### src/hdl/misc_ctrl_defs.vh
/*
  Constants for the per-channel misc control block: word addresses,
  field positions, reset values, command codes and timing counts.
  Assumes inclusion by bare name from the design modules.
*/
`ifndef MISC_CTRL_DEFS_VH
`define MISC_CTRL_DEFS_VH

// Avalon word addresses (byte address is four times these)
`define ADDR_MISC_CTRL    3'h0
`define ADDR_IRQ_EN       3'h1
`define ADDR_AUX_CTRL     3'h2
`define ADDR_BAUD_TC      3'h3
`define ADDR_MISC_STATUS  3'h4

// Clock recovery loop commands, bits 7:5 of misc_control_reg
`define CMD_NULL          3'h0
`define CMD_SEARCH        3'h1
`define CMD_RESET_MISSING 3'h2
`define CMD_DISABLE       3'h3
`define CMD_SRC_BAUD      3'h4
`define CMD_SRC_PIN       3'h5
`define CMD_FM            3'h6
`define CMD_NRZI          3'h7

// misc_control_reg field positions
`define MC_CMD_HI         7
`define MC_CMD_LO         5
`define MC_LOOPBACK       4
`define MC_ECHO           3
`define MC_REQ_FN         2
`define MC_BAUD_SRC       1
`define MC_BAUD_EN        0

// ext_status_irq_enable_reg field positions and reset value
`define IE_BREAK          7
`define IE_UNDERRUN       6
`define IE_CTS            5
`define IE_SYNC_HUNT      4
`define IE_DCD            3
`define IE_STAT_FIFO      2
`define IE_ZERO_COUNT     1
`define IE_PRIME          0
`define IE_RESET          8'hF8

// aux control field positions
`define AUX_DTR           0
`define AUX_CRYSTAL_OSCILLATOR_SEL      1
`define AUX_REQ_FAST      2
`define AUX_SYNC_MODE     3
`define AUX_SDLC_MODE     4

// Recovery loop timing in sample ticks; baud generator start delay in baud counts
`define NRZI_FIRST_SAMPLE 16
`define FM_TICKS_PER_BIT  16
`define BAUD_START_COUNTS 2

// Request deassert delay in core clocks, three to four after the strobe
`define REQ_DEASSERT_CLKS 3

`endif

### src/hdl/pin_sync.v
/*
  Two flip-flop synchroniser for a bundle of independent level inputs.
  Assumes each bit is a slow level; bits are not coherent with each other.
*/
`timescale 1ns/100ps
module pin_sync #(
  parameter WIDTH = 1
) (
  input  wire             core_clk,
  input  wire             rstn,
  input  wire [WIDTH-1:0] async_in,
  output reg  [WIDTH-1:0] sync_out
);

  reg [WIDTH-1:0] meta;  // First stage, read only by second stage

  // Plain two-stage capture, synchronous reset
  always @(posedge core_clk) begin
    if (!rstn) begin
      meta     <= {WIDTH{1'b0}};
      sync_out <= {WIDTH{1'b0}};
    end else begin
      meta     <= async_in;
      sync_out <= meta;
    end
  end

endmodule // pin_sync

### src/hdl/clock_recovery_loop.v
/*
  Clock recovery loop: searches for a locking edge, then tracks the data
  with a sample counter advanced once per recovery tick.
  Assumes tick is a one-cycle pulse and data is already synchronised.
*/
`timescale 1ns/100ps
`include "misc_ctrl_defs.vh"
module clock_recovery_loop (
  input  wire core_clk,
  input  wire rstn,
  input  wire tick,         // One pulse per recovery clock
  input  wire data,         // Synchronised serial data
  input  wire enable,       // Loop enabled
  input  wire fm_mode,      // 1 FM, 0 NRZI
  input  wire clear_missing,// Clear both missing latches
  output reg  searching,    // Waiting for first edge
  output reg  one_missing,  // Sticky one-clock-missing
  output reg  two_missing,  // Sticky two-clocks-missing
  output reg  recovered     // Recovered clock level
);

  reg [4:0] phase;          // Ticks since last bit start
  reg       data_q;         // Previous data for edge detect
  reg       odd_bit;        // FM checks every other bit only
  reg       seen;           // Edge seen in the current window
  reg       miss_run;       // One miss already outstanding

  wire edge_now = tick & (data ^ data_q);
  wire [4:0] wrap = fm_mode ? 5'h0F : 5'h1F;
  // FM window straddles the bit boundary
  wire in_win = (phase >= 5'h0E) | (phase <= 5'h01);

  // Tracking, search and missing-clock detection
  always @(posedge core_clk) begin
    if (!rstn) begin
      phase       <= 5'h00;
      data_q      <= 1'b1;   // Line idles marking; no false first edge
      odd_bit     <= 1'b0;
      seen        <= 1'b0;
      miss_run    <= 1'b0;
      searching   <= 1'b1;
      one_missing <= 1'b0;
      two_missing <= 1'b0;
      recovered   <= 1'b1;
    end else begin
      if (tick)
        data_q <= data;
      if (!enable || searching) begin
        // Idle level depends on mode while waiting for an edge
        recovered <= ~fm_mode;
        phase     <= 5'h00;
        odd_bit   <= 1'b0;
        seen      <= edge_now;   // Locking edge fills the first window
        miss_run  <= 1'b0;
        if (!enable)
          searching <= 1'b1;
        else if (edge_now)
          searching <= 1'b0;
      end else if (tick) begin
        phase <= (phase == wrap) ? 5'h00 : phase + 5'h01;
        // NRZI: rise 16 ticks into the bit, then every 32 ticks
        if (!fm_mode)
          recovered <= (phase + 5'h01 >= `NRZI_FIRST_SAMPLE) &&
                       (phase != wrap);
        else
          recovered <= phase[2] ^ (phase == 5'h03) ^ (phase == 5'h0B);
        if (phase == wrap)
          odd_bit <= ~odd_bit;
        if (edge_now && !fm_mode) begin
          // Nudge the phase toward the edge
          if (phase != 5'h00 && phase < 5'h10)
            phase <= phase;
          else if (phase >= 5'h10 && phase != wrap)
            phase <= phase + 5'h02;
        end
        if (fm_mode && !odd_bit && in_win && edge_now)
          seen <= 1'b1;
        // Window closes two ticks after the boundary
        if (fm_mode && !odd_bit && phase == 5'h02) begin
          seen <= 1'b0;
          if (seen || edge_now) begin
            miss_run <= 1'b0;
          end else if (miss_run) begin
            two_missing <= 1'b1;
            searching   <= 1'b1;
          end else begin
            one_missing <= 1'b1;
            miss_run    <= 1'b1;
          end
        end
      end
      if (clear_missing) begin
        one_missing <= 1'b0;
        two_missing <= 1'b0;
      end
    end
  end

endmodule // clock_recovery_loop

### src/hdl/clock_recovery_loop_brg_misc_control.v
/*
  Per-channel misc control: clock recovery command decode, loopback and
  echo paths, terminal-ready/request pin, baud generator, and the
  external/status change detector with per-source enables.
  Assumes an Avalon-MM master on core_clk; all pins are asynchronous and
  are synchronised here; transmitter-side inputs are on core_clk.
*/
// Chosen here: the register addresses and the Avalon-MM interface to the registers.
`timescale 1ns/100ps
`include "misc_ctrl_defs.vh"
module clock_recovery_loop_brg_misc_control #(
  parameter TC_WIDTH = 16     // Baud time constant width
) (
  input  wire        core_clk,
  input  wire        rstn,
  input  wire        chan_reset,        // Channel reset pulse
  // Avalon-MM slave
  input  wire [2:0]  address,
  input  wire        read,
  input  wire        write,
  input  wire [31:0] writedata,
  output reg  [31:0] readdata,
  output reg         waitrequest,
  // Pins from the far side
  input  wire        shared_clock_pin,
  input  wire        crystal_oscillator,
  input  wire        rxd_pin,
  input  wire        cts_pin,
  input  wire        carrier_detect_pin,
  input  wire        sync_pin,
  // Transmitter and receiver side, core_clk domain
  input  wire        tx_data,
  input  wire        tx_buffer_empty,
  input  wire        crc_sent,
  input  wire        break_status,
  input  wire        underrun_latch,
  input  wire        hunt_status,
  output reg         txd_pin,
  output reg         rx_data,
  output reg         cts_enable,
  output reg         dcd_enable,
  output reg         terminal_ready_req_n,
  output reg         baud_out,
  output reg         recovered_clock,
  output reg         ext_status_event,
  output reg         status_fifo_active,
  output reg         prime_select
);

  // Two-flop synchronised pins
  wire [5:0] pins_s;
  wire       sclk_s = pins_s[0];
  wire       crystal_oscillator_s = pins_s[1];
  wire       rxd_s  = pins_s[2];
  wire       cts_s  = pins_s[3];
  wire       dcd_s  = pins_s[4];
  wire       sync_s = pins_s[5];

  pin_sync #(.WIDTH(6)) u_sync (
    .core_clk (core_clk),
    .rstn     (rstn),
    .async_in ({sync_pin, carrier_detect_pin, cts_pin, rxd_pin,
                crystal_oscillator, shared_clock_pin}),
    .sync_out (pins_s)
  );

  // Control state
  reg  [4:0]          misc_ctrl;     // Stored bits 4:0 of misc_control_reg
  reg  [7:0]          irq_en;        // ext_status_irq_enable_reg
  reg  [4:0]          aux_ctrl;      // DTR, crystal select, mode bits
  reg  [TC_WIDTH-1:0] baud_tc;       // Baud time constant
  reg                 loop_enable;   // Recovery loop enabled
  reg                 loop_fm;       // 1 FM, 0 NRZI
  reg                 loop_src_baud; // 1 baud generator, 0 pin/crystal
  reg                 clr_missing;   // Pulse into recovery loop
  reg                 src_q;         // Previous pin/crystal level
  reg                 baud_q;        // Previous baud output
  reg  [TC_WIDTH-1:0] baud_cnt;      // Down counter
  reg  [1:0]          start_cnt;     // Counts left before output moves
  reg                 reload;        // Reload count after zero
  reg  [5:0]          prev_src;      // Previous interrupt sources
  reg                 req_active;    // Request condition, delayed
  reg  [2:0]          req_dly;       // Deassert delay line

  wire acc_ok  = waitrequest == 1'b0;
  wire wr_ok   = write & acc_ok;
  wire [2:0] cmd = writedata[`MC_CMD_HI:`MC_CMD_LO];
  wire cmd_wr  = wr_ok && address == `ADDR_MISC_CTRL;
  wire any_rst = chan_reset;

  // Pin or crystal chosen by the crystal-select bit
  wire pin_src   = aux_ctrl[`AUX_CRYSTAL_OSCILLATOR_SEL] ? crystal_oscillator_s : sclk_s;
  wire pin_tick  = pin_src & ~src_q;
  // Baud counter clocked every core clock or on pin edges
  wire baud_tick = misc_ctrl[`MC_BAUD_SRC] ? 1'b1 : pin_tick;
  wire baud_rise = baud_out & ~baud_q;
  wire clock_recovery_loop_tick = loop_src_baud ? baud_rise : pin_tick;
  wire zero_cnt  = misc_ctrl[`MC_BAUD_EN] && baud_cnt == {TC_WIDTH{1'b0}};

  // Status bits held by the recovery loop
  wire loop_search;
  wire loop_one_miss;
  wire loop_two_miss;
  wire loop_clk;

  clock_recovery_loop u_loop (
    .core_clk      (core_clk),
    .rstn          (rstn),
    .tick          (clock_recovery_loop_tick),
    .data          (rx_data),
    .enable        (loop_enable),
    .fm_mode       (loop_fm),
    .clear_missing (clr_missing),
    .searching     (loop_search),
    .one_missing   (loop_one_miss),
    .two_missing   (loop_two_miss),
    .recovered     (loop_clk)
  );

  // Register readback mux, write-only registers read as zero
  function [31:0] read_mux;
    input [2:0] addr;
    begin
      case (addr)
        `ADDR_AUX_CTRL:    read_mux = {27'h0000000, aux_ctrl};
        `ADDR_BAUD_TC:     read_mux = {{(32-TC_WIDTH){1'b0}}, baud_tc};
        `ADDR_MISC_STATUS: read_mux = {24'h000000, terminal_ready_req_n,
                                       baud_out, loop_src_baud, loop_fm,
                                       loop_enable, loop_search,
                                       loop_two_miss, loop_one_miss};
        default:           read_mux = 32'h00000000;
      endcase
    end
  endfunction

  // Bus handshake: one wait cycle, then the access completes
  always @(posedge core_clk) begin
    if (!rstn) begin
      waitrequest <= 1'b1;
      readdata    <= 32'h00000000;
    end else if ((read | write) && waitrequest) begin
      waitrequest <= 1'b0;
      readdata    <= read_mux(address);
    end else begin
      waitrequest <= 1'b1;
    end
  end

  // Register writes and command decode
  always @(posedge core_clk) begin
    if (!rstn) begin
      misc_ctrl     <= 5'h00;
      irq_en        <= `IE_RESET;
      aux_ctrl      <= 5'h00;
      baud_tc       <= {TC_WIDTH{1'b0}};
      loop_enable   <= 1'b0;
      loop_fm       <= 1'b0;
      loop_src_baud <= 1'b0;
      clr_missing   <= 1'b1;
    end else begin
      clr_missing <= 1'b0;
      if (any_rst) begin
        // Channel reset keeps the baud source and enable
        misc_ctrl[4:2] <= 3'h0;
        irq_en         <= `IE_RESET;
        loop_enable    <= 1'b0;
        loop_fm        <= 1'b0;
        loop_src_baud  <= 1'b0;
        clr_missing    <= 1'b1;
      end else if (wr_ok) begin
        case (address)
          `ADDR_MISC_CTRL: begin
            misc_ctrl <= writedata[4:0];
          end
          `ADDR_IRQ_EN: begin
            irq_en <= writedata[7:0];
          end
          `ADDR_AUX_CTRL: begin
            aux_ctrl <= writedata[4:0];
          end
          `ADDR_BAUD_TC: begin
            baud_tc <= writedata[TC_WIDTH-1:0];
          end
          default: begin
            // Unmapped writes ignored
          end
        endcase
      end
      if (cmd_wr && !any_rst) begin
        case (cmd)
          `CMD_SEARCH: begin
            loop_enable <= 1'b1;
            clr_missing <= 1'b1;
          end
          `CMD_RESET_MISSING, `CMD_DISABLE: begin
            loop_enable <= 1'b0;
            clr_missing <= 1'b1;
          end
          `CMD_SRC_BAUD: loop_src_baud <= 1'b1;
          `CMD_SRC_PIN:  loop_src_baud <= 1'b0;
          `CMD_FM:       loop_fm       <= 1'b1;
          `CMD_NRZI:     loop_fm       <= 1'b0;
          default: begin
            // Null command
          end
        endcase
      end
    end
  end

  // Baud generator: reload at zero, output toggles each reload
  always @(posedge core_clk) begin
    if (!rstn) begin
      src_q     <= 1'b0;
      baud_q    <= 1'b0;
      baud_cnt  <= {TC_WIDTH{1'b0}};
      start_cnt <= `BAUD_START_COUNTS;
      baud_out  <= 1'b0;
      reload    <= 1'b0;
    end else begin
      src_q  <= pin_src;
      baud_q <= baud_out;
      if (!misc_ctrl[`MC_BAUD_EN]) begin
        // Stop at once; rearm the start delay
        baud_cnt  <= baud_tc;
        start_cnt <= `BAUD_START_COUNTS;
        reload    <= 1'b0;
      end else if (baud_tick) begin
        // Reload takes a count of its own: half period is N+2 counts
        if (reload) begin
          baud_cnt <= baud_tc;
          reload   <= 1'b0;
        end else if (baud_cnt == {TC_WIDTH{1'b0}}) begin
          reload <= 1'b1;
          if (start_cnt == 2'h0)
            baud_out <= ~baud_out;
        end else begin
          baud_cnt <= baud_cnt - {{(TC_WIDTH-1){1'b0}}, 1'b1};
        end
        // Output held off for the first two counts
        if (start_cnt != 2'h0)
          start_cnt <= start_cnt - 2'h1;
      end
    end
  end

  // Data paths and pin enables
  always @(posedge core_clk) begin
    if (!rstn) begin
      txd_pin            <= 1'b1;
      rx_data            <= 1'b1;
      cts_enable         <= 1'b0;
      dcd_enable         <= 1'b0;
      recovered_clock    <= 1'b1;
      status_fifo_active <= 1'b0;
      prime_select       <= 1'b0;
    end else begin
      // Echo wins the line; transmit data is never seen then
      if (misc_ctrl[`MC_ECHO])
        txd_pin <= rxd_s;
      else
        txd_pin <= tx_data;
      rx_data <= (misc_ctrl[`MC_LOOPBACK] && !misc_ctrl[`MC_ECHO]) ?
                 tx_data : rxd_s;
      // Loopback forces both enables on, echo forces only CTS; interrupts still see pins
      cts_enable <= misc_ctrl[`MC_LOOPBACK] | misc_ctrl[`MC_ECHO] |
                    ~cts_s;
      dcd_enable <= misc_ctrl[`MC_LOOPBACK] | ~dcd_s;
      recovered_clock    <= loop_clk;
      status_fifo_active <= irq_en[`IE_STAT_FIFO] &
                            aux_ctrl[`AUX_SDLC_MODE];
      prime_select       <= irq_en[`IE_PRIME];
    end
  end

  // Terminal-ready or request pin
  always @(posedge core_clk) begin
    if (!rstn) begin
      req_dly              <= 3'h0;
      req_active           <= 1'b0;
      terminal_ready_req_n <= 1'b1;
    end else begin
      req_dly <= {req_dly[1:0], tx_buffer_empty |
                 (aux_ctrl[`AUX_SYNC_MODE] & crc_sent)};
      // Assert at once; deassert late unless the fast option is set
      if (req_dly[0])
        req_active <= 1'b1;
      else if (aux_ctrl[`AUX_REQ_FAST] || req_dly[`REQ_DEASSERT_CLKS-1:0] == 3'h0)
        req_active <= 1'b0;
      if (misc_ctrl[`MC_REQ_FN])
        terminal_ready_req_n <= ~req_active;
      else
        terminal_ready_req_n <= ~aux_ctrl[`AUX_DTR];
    end
  end

  // External/status change detector; only fresh changes count
  always @(posedge core_clk) begin
    if (!rstn) begin
      prev_src         <= 6'h00;
      ext_status_event <= 1'b0;
    end else begin
      prev_src <= {break_status, underrun_latch, cts_s,
                   aux_ctrl[`AUX_SYNC_MODE] ? hunt_status : sync_s,
                   dcd_s, zero_cnt};
      ext_status_event <=
        (irq_en[`IE_BREAK]     & (break_status ^ prev_src[5])) |
        (irq_en[`IE_UNDERRUN]  & underrun_latch & ~prev_src[4]) |
        (irq_en[`IE_CTS]       & (cts_s ^ prev_src[3])) |
        (irq_en[`IE_SYNC_HUNT] & ((aux_ctrl[`AUX_SYNC_MODE] ?
                                   hunt_status : sync_s) ^ prev_src[2])) |
        (irq_en[`IE_DCD]       & (dcd_s ^ prev_src[1])) |
        (irq_en[`IE_ZERO_COUNT] & zero_cnt & ~prev_src[0]);
    end
  end

endmodule // clock_recovery_loop_brg_misc_control

### config.mk
export PLATFORM = sky130hd
export DESIGN_NAME = clock_recovery_loop_brg_misc_control
export DESIGN_NICKNAME = d
export VERILOG_FILES = /design/src/hdl/pin_sync.v /design/src/hdl/clock_recovery_loop.v /design/src/hdl/clock_recovery_loop_brg_misc_control.v
export VERILOG_INCLUDE_DIRS = /design/src /design/src/hdl
export SDC_FILE = /design/constraint.sdc
export NUM_CORES = 1
export LEC_CHECK = 0
export BUFFER_PORTS_ARGS = -buffer_cell sky130_fd_sc_hd__buf_2
export CORE_MARGIN = 2
export CORE_UTILIZATION = 55
export CTS_CLUSTER_SIZE = 10
export DETAILED_ROUTE_END_ITERATION = 10
export PLACE_DENSITY = 0.78
export SETUP_SLACK_MARGIN = 0.05
export SLEW_MARGIN = 10
export SYNTH_ARGS = -nofsm -noshare
export SYNTH_HDL_FRONTEND = slang
export SYNTH_SLANG_ARGS = --single-unit
### constraint.sdc
create_clock -name core_clk -period 5.6 [get_ports core_clk]
set_input_delay 0.28 -clock core_clk [delete_from_list [all_inputs] [get_ports core_clk]]
set_output_delay 0.28 -clock core_clk [all_outputs]
set_load 0.02 [all_outputs]
==> impl_metrics.tcl, run 1 <==
set metrics [dict create \
    status "completed" \
    worstHoldPathCells 3 \
    final.setup.tns_ns 0 \
    holdWs_ns 0.0121 \
    crit_path_start "waitrequest$_SDFF_PN1_" \
    swShare_pct 23.1 \
    clock_power_share_pct 53.0 \
    worst-path-max-fanout 17 \
    globalRouteTotalUtil_pct 26.8 \
    numPortBuffers 62 \
    layout.filler_cells 684 \
    min_period_over_period_pct 46.5 \
    rsz0062_at_grt "no" \
    wire_length_of_the_first_global_routing_pass_um 22000 \
    regToRegStartpoint "waitrequest$_SDFF_PN1_" \
    cts_setup_buffers 0 \
    number_of_synthesized_flops_with_an_enable_pin 0 \
    power.net_switching_uw 499 \
    crit_type "register to register" \
    slew_violations 0 \
    final_net_count 733 \
    max_cap_viol_count 0 \
    floorplan.die_area_mm2 0.0105 \
    postSynth.asyncResetShare_pct 0 \
    cp_top_family "simple AND/OR/NAND/NOR gates" \
    skew_final_ns 0.00578 \
    final_cell_count_no_fill 813 \
    number_of_design_rule_violations_left_after_detail_routing 0 \
    critical_path_buf_inv_count 0 \
    avgRoutedWirePerCell_um 16.4 \
    cts_repair_resize_count 0 \
    whs_endpoint "baud_tc[13]$_SDFFE_PN0P_" \
    cp_cell_sequence "nor3b_2 -> nand4b_1 -> mux2i_1 -> nor2_1" \
    cts_tree "yes" \
    vdd_ir_drop_max_v 0.000228 \
    maximum_clock_path_buffer_count 2 \
    gp_congestion 0.891 \
    hpwl_um 8510 \
    io-pin-count 95 \
    yosys_warnings 0 \
    combinationalPowerShare_pct 5.9 \
    synth_sequential_area_ratio_pct 45.3 \
    total_area_of_multi_input_combinational_cells_mm2 0.00266 \
    internal_power_mw 1.66 \
    power-per-cell-area_mw_per_mm2 336 \
    count_of_tritonroute_iterations_in_the_first_routing_pass 5 \
    place.detailed.instances 766 \
    cts_hold_repair.buffers 16 \
    report.final.hold_viol_count 0 \
    dieWidth_um 103 \
    grt_remaining_overflow 0 \
    r2r.worst_path.cells 4 \
    synth.cell_area_mm2 0.00534 \
    r2r_setup_slack_ns 3.00 \
    worst_setup_hold_path_clk_slew_ns 0.06 \
    n_antenna_cell 0 \
    finalSetupViolCount 0 \
    drt_iter0_drc 411 \
    die_height_um 103 \
    setup.worst_path.end_class "register" \
    cts_made_buffers 17 \
    required_ns 5.98 \
    max_stage_delay_cell_worst_path "sky130_fd_sc_hd__nand4b_1" \
    vias_per_cell 5.82 \
    worstHoldStart "writedata[13]" \
    start_util_pct 57.3 \
    fin_crit_ns 2.60 \
    static-leakage-power_nw 2.77 \
    timing.max_slew.rel_slack_pct 19.2 \
    post_route_cells_drive_above_1_share_pct 16.8 \
    timing.rr.end "baud_tc[6]$_SDFFE_PN0P_" \
    worst_hold_class "input pin to register" \
    timing.critical_path.arrival_ns 2.99 \
    area_growth_pct 20.2 \
    ys.flop_type "sky130_fd_sc_hd__dfxtp_1" \
    fp-row-count 35 \
    sequential_share_of_power_pct 41.1 \
    maximum_number_of_pins_on_one_net_before_global_route_repair 62 \
    number_of_antenna_violations_at_the_first_check_in_global_routing 0 \
    most-common-layout-cells "121 x sky130_fd_sc_hd__dfxtp_1, 75 x sky130_fd_sc_hd__nor2_1, 62 x sky130_fd_sc_hd__buf_2" \
    start_kind "register" \
    clock_tree.htree_level_count 4 \
    clkLatencyLatePin_ns 0.52 \
    layout_commonest_cell "sky130_fd_sc_hd__dfxtp_1" \
    fmaxAchievable_mhz 384 \
    synthesized_flop_and_latch_total 121 \
    critPathMaxStageDelay_ns 1.05 \
    worst_slew_pin_slew_ns 1.21 \
    placeableCoreArea_mm2 0.00933 \
    ant_nets 0 \
    syn-instance-count 608 \
    power_mw 2.16 \
    avgSynthCellArea_um2 8.79 \
    regArea_mm2 0.00242 \
    cts.root.buffer_cell "sky130_fd_sc_hd__clkbuf_8" \
    first_global_vias 4603 \
    num_vias 4735 \
    numClockSinks 121 \
    finalCoreUtilization_pct 68.9 \
    post_synth_num_cell_types 65 \
    routed_wl_um 13300 \
]
==> synth_stat cells, types with 5 or more instances <==
library cell	n	share of area, %
sky130_fd_sc_hd__mux2i_1	31	5.8
sky130_fd_sc_hd__a211oi_1	7	0.98
sky130_fd_sc_hd__and2_1	21	2.5
sky130_fd_sc_hd__o31ai_1	5	0.70
sky130_fd_sc_hd__a21oi_1	37	3.5
sky130_fd_sc_hd__nor4_1	6	0.70
sky130_fd_sc_hd__clkbuf_1	30	2.1
sky130_fd_sc_hd__nor3_1	11	1.0
sky130_fd_sc_hd__nand3_1	12	1.1
sky130_fd_sc_hd__dfxtp_1	121	45
sky130_fd_sc_hd__buf_2	5	0.47
sky130_fd_sc_hd__nand4_1	5	0.59
sky130_fd_sc_hd__a22oi_1	9	1.3
sky130_fd_sc_hd__ha_1	9	2.1
sky130_fd_sc_hd__nor2_1	75	5.3
sky130_fd_sc_hd__nand2b_1	6	0.70
sky130_fd_sc_hd__and3_1	7	0.82
sky130_fd_sc_hd__inv_1	14	0.98
sky130_fd_sc_hd__a221oi_1	6	0.98
sky130_fd_sc_hd__xor2_1	6	0.98
sky130_fd_sc_hd__buf_4	16	2.2
sky130_fd_sc_hd__o21ai_0	28	2.6
sky130_fd_sc_hd__nand2_1	55	3.9
sky130_fd_sc_hd__nor2b_1	6	0.70
sky130_fd_sc_hd__mux2_2	7	1.5
==> through the flow <==
| step | area, um2 | worst slack, ns |
|---|---|---|
| global route | 6420 | 2.88 |
| floorplan | 5400 | 3.63 |
| finish | 6420 | 3.00 |
| global placement | 5640 | 3.11 |
| CTS | 6420 | 3.06 |
| detailed placement | 5640 | 3.06 |
==> state kept, by name (all words and copies together), names as in the netlist, 2 cells and up <==
| signal | flops |
|---|---|
| req_dly | 3 |
| start_cnt | 2 |
| u_sync.meta | 6 |
| irq_en | 8 |
| u_sync.sync_out | 6 |
| u_loop.phase | 5 |
| baud_tc | 16 |
| prev_src | 6 |
| misc_ctrl | 5 |
| readdata | 16 |
| aux_ctrl | 5 |
| baud_cnt | 16 |
==> how the worst max path moves through the flow <==
stage                                    end  slack [ns]  cells past startpoint
6_report             baud_tc[6]$_SDFFE_PN0P_        3.00                      4
3_3_place_gp        baud_tc[12]$_SDFFE_PN0P_        3.11                      5
3_5_place_dp        baud_tc[15]$_SDFFE_PN0P_        3.06                      5
5_1_grt              baud_tc[6]$_SDFFE_PN0P_        2.88                      4
4_1_cts              baud_tc[6]$_SDFFE_PN0P_        3.06                      4
2_1_floorplan  u_loop.searching$_SDFFE_PN1P_        3.63                      7
==> power groups by stage <==
stage | clock [mW] | combinational [mW] | sequential [mW]
floorplan | 0 | 0.0750 | 0.912
global placement | 0 | 0.113 | 0.904
detailed placement | 0 | 0.116 | 0.905
CTS | 1.15 | 0.126 | 0.886
global route | 1.19 | 0.139 | 0.888
finish | 1.14 | 0.128 | 0.887
==> final cells by class <==
type | count | share of cell area [%]
multi-input cells | 434 | 41.3
flip-flops and latches | 121 | 37.7
repair buffers | 83 | 7.91
clock buffers | 18 | 6.66
clock inverters | 13 | 3.00
well taps | 129 | 2.51
inverters | 15 | 0.877
==> per-layer routing <==
metal | track usage (%) | wire length (um)
met5 | 0 | 0
met1 | 33.9 | 5770
met4 | 10.8 | 333
met2 | 45.1 | 6390
met3 | 5.36 | 821
==> worst register-to-register path, stage by stage, from the launching register on <==
cell and delay [ns]:
sky130_fd_sc_hd__dfxtp_1 0.35, sky130_fd_sc_hd__nor3b_2 0.46, sky130_fd_sc_hd__nand4b_1 1.06, sky130_fd_sc_hd__mux2i_1 0.54, sky130_fd_sc_hd__nor2_1 0.07
==> kinds of logic after synthesis <==
logic type      Yosys count  synth area share, %
compound gates          130                 16.1
xor+xnor                 10                 1.64
fa+ha+maj                 9                 2.11
buf+inv                  68                 6.02
flops                   121                 45.3
mux                      38                 7.28
other cells               1               0.0702
simple gates            231                 21.4
Note: power is estimated with default switching activity, not from simulation.
==> run 2, diff against run 1 <==
clock period = 2.45 ns   (was 5.6 ns; I/O delays follow)
==> impl_metrics.tcl, run 2 (synthesis gave the netlist of run 1 again) <==
set metrics [dict create \
    power_mw 4.93 \
    place.detailed.instances 774 \
    setup.worst_path.end_class "register" \
    n_antenna_cell 0 \
    start_util_pct 57.3 \
    area_growth_pct 25.2 \
    gp_congestion 0.899 \
    timing.critical_path.arrival_ns 2.67 \
    fmaxAchievable_mhz 454 \
    worstHoldPathCells 4 \
    worst_setup_hold_path_clk_slew_ns 0.07 \
    ant_nets 0 \
    power-per-cell-area_mw_per_mm2 738 \
    crit_type "register to register" \
    clkLatencyLatePin_ns 0.52 \
    final.setup.tns_ns 0 \
    final_net_count 763 \
    drt_iter0_drc 328 \
    placeableCoreArea_mm2 0.00933 \
    wire_length_of_the_first_global_routing_pass_um 23300 \
    post_route_cells_drive_above_1_share_pct 18.0 \
    max_cap_viol_count 0 \
    io-pin-count 95 \
    timing.rr.end "clr_missing$_SDFF_PN1_" \
    first_global_vias 4707 \
    num_vias 4828 \
    vias_per_cell 5.72 \
    fin_crit_ns 2.20 \
    dpl_cell_area_mm2 0.00570 \
    required_ns 2.92 \
    globalRouteTotalUtil_pct 28.6 \
    post_layout_inst_area_mm2 0.00669 \
    static-leakage-power_nw 2.88 \
    fp-row-count 35 \
    avgRoutedWirePerCell_um 16.8 \
    number_of_antenna_violations_at_the_first_check_in_global_routing 0 \
    floorplan.die_area_mm2 0.0105 \
    place_worst_setup_slack_ns 0.213 \
    cts_made_buffers 17 \
    layout.filler_cells 673 \
    min_period_over_period_pct 89.9 \
    finalSetupViolCount 0 \
    whs_endpoint "misc_ctrl[3]$_SDFFE_PP0P_" \
    skew_final_ns 0.00977 \
    cts.root.buffer_cell "sky130_fd_sc_hd__clkbuf_8" \
    count_of_tritonroute_iterations_in_the_first_routing_pass 5 \
    numPortBuffers 62 \
    report.final.hold_viol_count 0 \
    routed_wl_um 14200 \
    rsz0062_at_grt "no" \
    layout_commonest_cell "sky130_fd_sc_hd__dfxtp_1" \
    r2r_setup_slack_ns 0.25 \
    cts_tree "yes" \
    regToRegStartpoint "waitrequest$_SDFF_PN1_" \
    reg_top3 "baud_cnt x16, baud_tc x16, readdata x16" \
    number_of_design_rule_violations_left_after_detail_routing 0 \
    start_kind "register" \
    worst-path-max-fanout 8 \
    dieWidth_um 103 \
    numClockSinks 121 \
    status "completed" \
    hpwl_um 8900 \
    worst_slew_pin_slew_ns 0.536 \
    grt_remaining_overflow 0 \
    vdd_ir_drop_max_v 0.000532 \
    r2r.worst_path.cells 6 \
    die_height_um 103 \
    worstHoldStart "address[2]" \
    worst_hold_class "input pin to register" \
    most-common-layout-cells "121 x sky130_fd_sc_hd__dfxtp_1, 75 x sky130_fd_sc_hd__nor2_1, 62 x sky130_fd_sc_hd__buf_2" \
    timing.max_slew.rel_slack_pct 63.2 \
    final_cell_count_no_fill 844 \
    maximum_clock_path_buffer_count 2 \
    slew_violations 0 \
    setup_slack_ns 0.246 \
    maximum_number_of_pins_on_one_net_before_global_route_repair 37 \
    clock_tree.htree_level_count 4 \
]
[run 2: area by class of cell]
| class | instances | area, um2 | area share [%] |
|---|---|---|---|
| repair buffers | 113 | 778 | 11.6 |
| flip-flops and latches | 121 | 2420 | 36.2 |
| clock buffers | 18 | 428 | 6.40 |
| clock inverters | 14 | 186 | 2.79 |
| multi-input cells | 434 | 2660 | 39.7 |
| inverters | 15 | 56.3 | 0.842 |
| well taps | 129 | 161 | 2.41 |
[run 2: worst max-delay path by stage]
stage / cells after the start / end / start / slack, ns
after detailed placement: 5 / baud_cnt[14]$_SDFFE_PN0P_ / baud_cnt[11]$_SDFFE_PN0P_ / 0.21
after floorplan: 7 / u_loop.searching$_SDFFE_PN1P_ / u_loop.phase[0]$_SDFFE_PP0P_ / 0.48
after global routing: 7 / baud_cnt[14]$_SDFFE_PN0P_ / baud_cnt[0]$_SDFFE_PN0P_ / 0.10
final: 6 / clr_missing$_SDFF_PN1_ / waitrequest$_SDFF_PN1_ / 0.25
after global placement: 5 / baud_cnt[0]$_SDFFE_PN0P_ / baud_cnt[11]$_SDFFE_PN0P_ / 0.30
after CTS: 5 / irq_en[7]$_SDFFE_PP1P_ / waitrequest$_SDFF_PN1_ / 0.14
[run 2: through the flow]
| step | utilization, % | hold WS (ns) |
|---|---|---|
| 2_1_floorplan | - | 0.219 |
| 3_3_place_gp | 61.1 | 0.327 |
| 3_5_place_dp | 61.1 | 0.332 |
| 4_1_cts | 71.4 | 0.0182 |
| 5_1_grt | 71.7 | 0.0239 |
| 6_report | 71.7 | 0.0386 |
[run 2: report_power, final]
group / internal, mW / switching, mW / total [mW]
clock network: 1.60 / 0.986 / 2.59
logic: 0.123 / 0.195 / 0.318
registers: 2.01 / 0.0201 / 2.03
total: 3.73 / 1.20 / 4.93
[run 2: timing repair]
item | in CTS | in global routing
resized for setup | 0 | 1
setup buffers | 0 | 4
setup endpoints to repair | 0 | 5
hold buffers | 34 | 0
endpoints found under the hold margin | 53 | 0
[run 2: metal layers]
| metal | GRT usage (%) | wire length (um) |
|---|---|---|
| met1 | 37.1 | 6050 |
| met2 | 47.2 | 6970 |
| met3 | 6.58 | 848 |
| met4 | 9.54 | 316 |
| met5 | 0 | 0 |
[run 2: critical path, cell delays in order, from the launching register on]
cell and delay (ns):
sky130_fd_sc_hd__dfxtp_1 0.34, sky130_fd_sc_hd__nor3b_2 0.49, sky130_fd_sc_hd__nand2_1 0.33, sky130_fd_sc_hd__nor2_1 0.24, sky130_fd_sc_hd__o21ai_0 0.12, sky130_fd_sc_hd__dlygate4sd3_1 0.57, sky130_fd_sc_hd__nand2_1 0.06
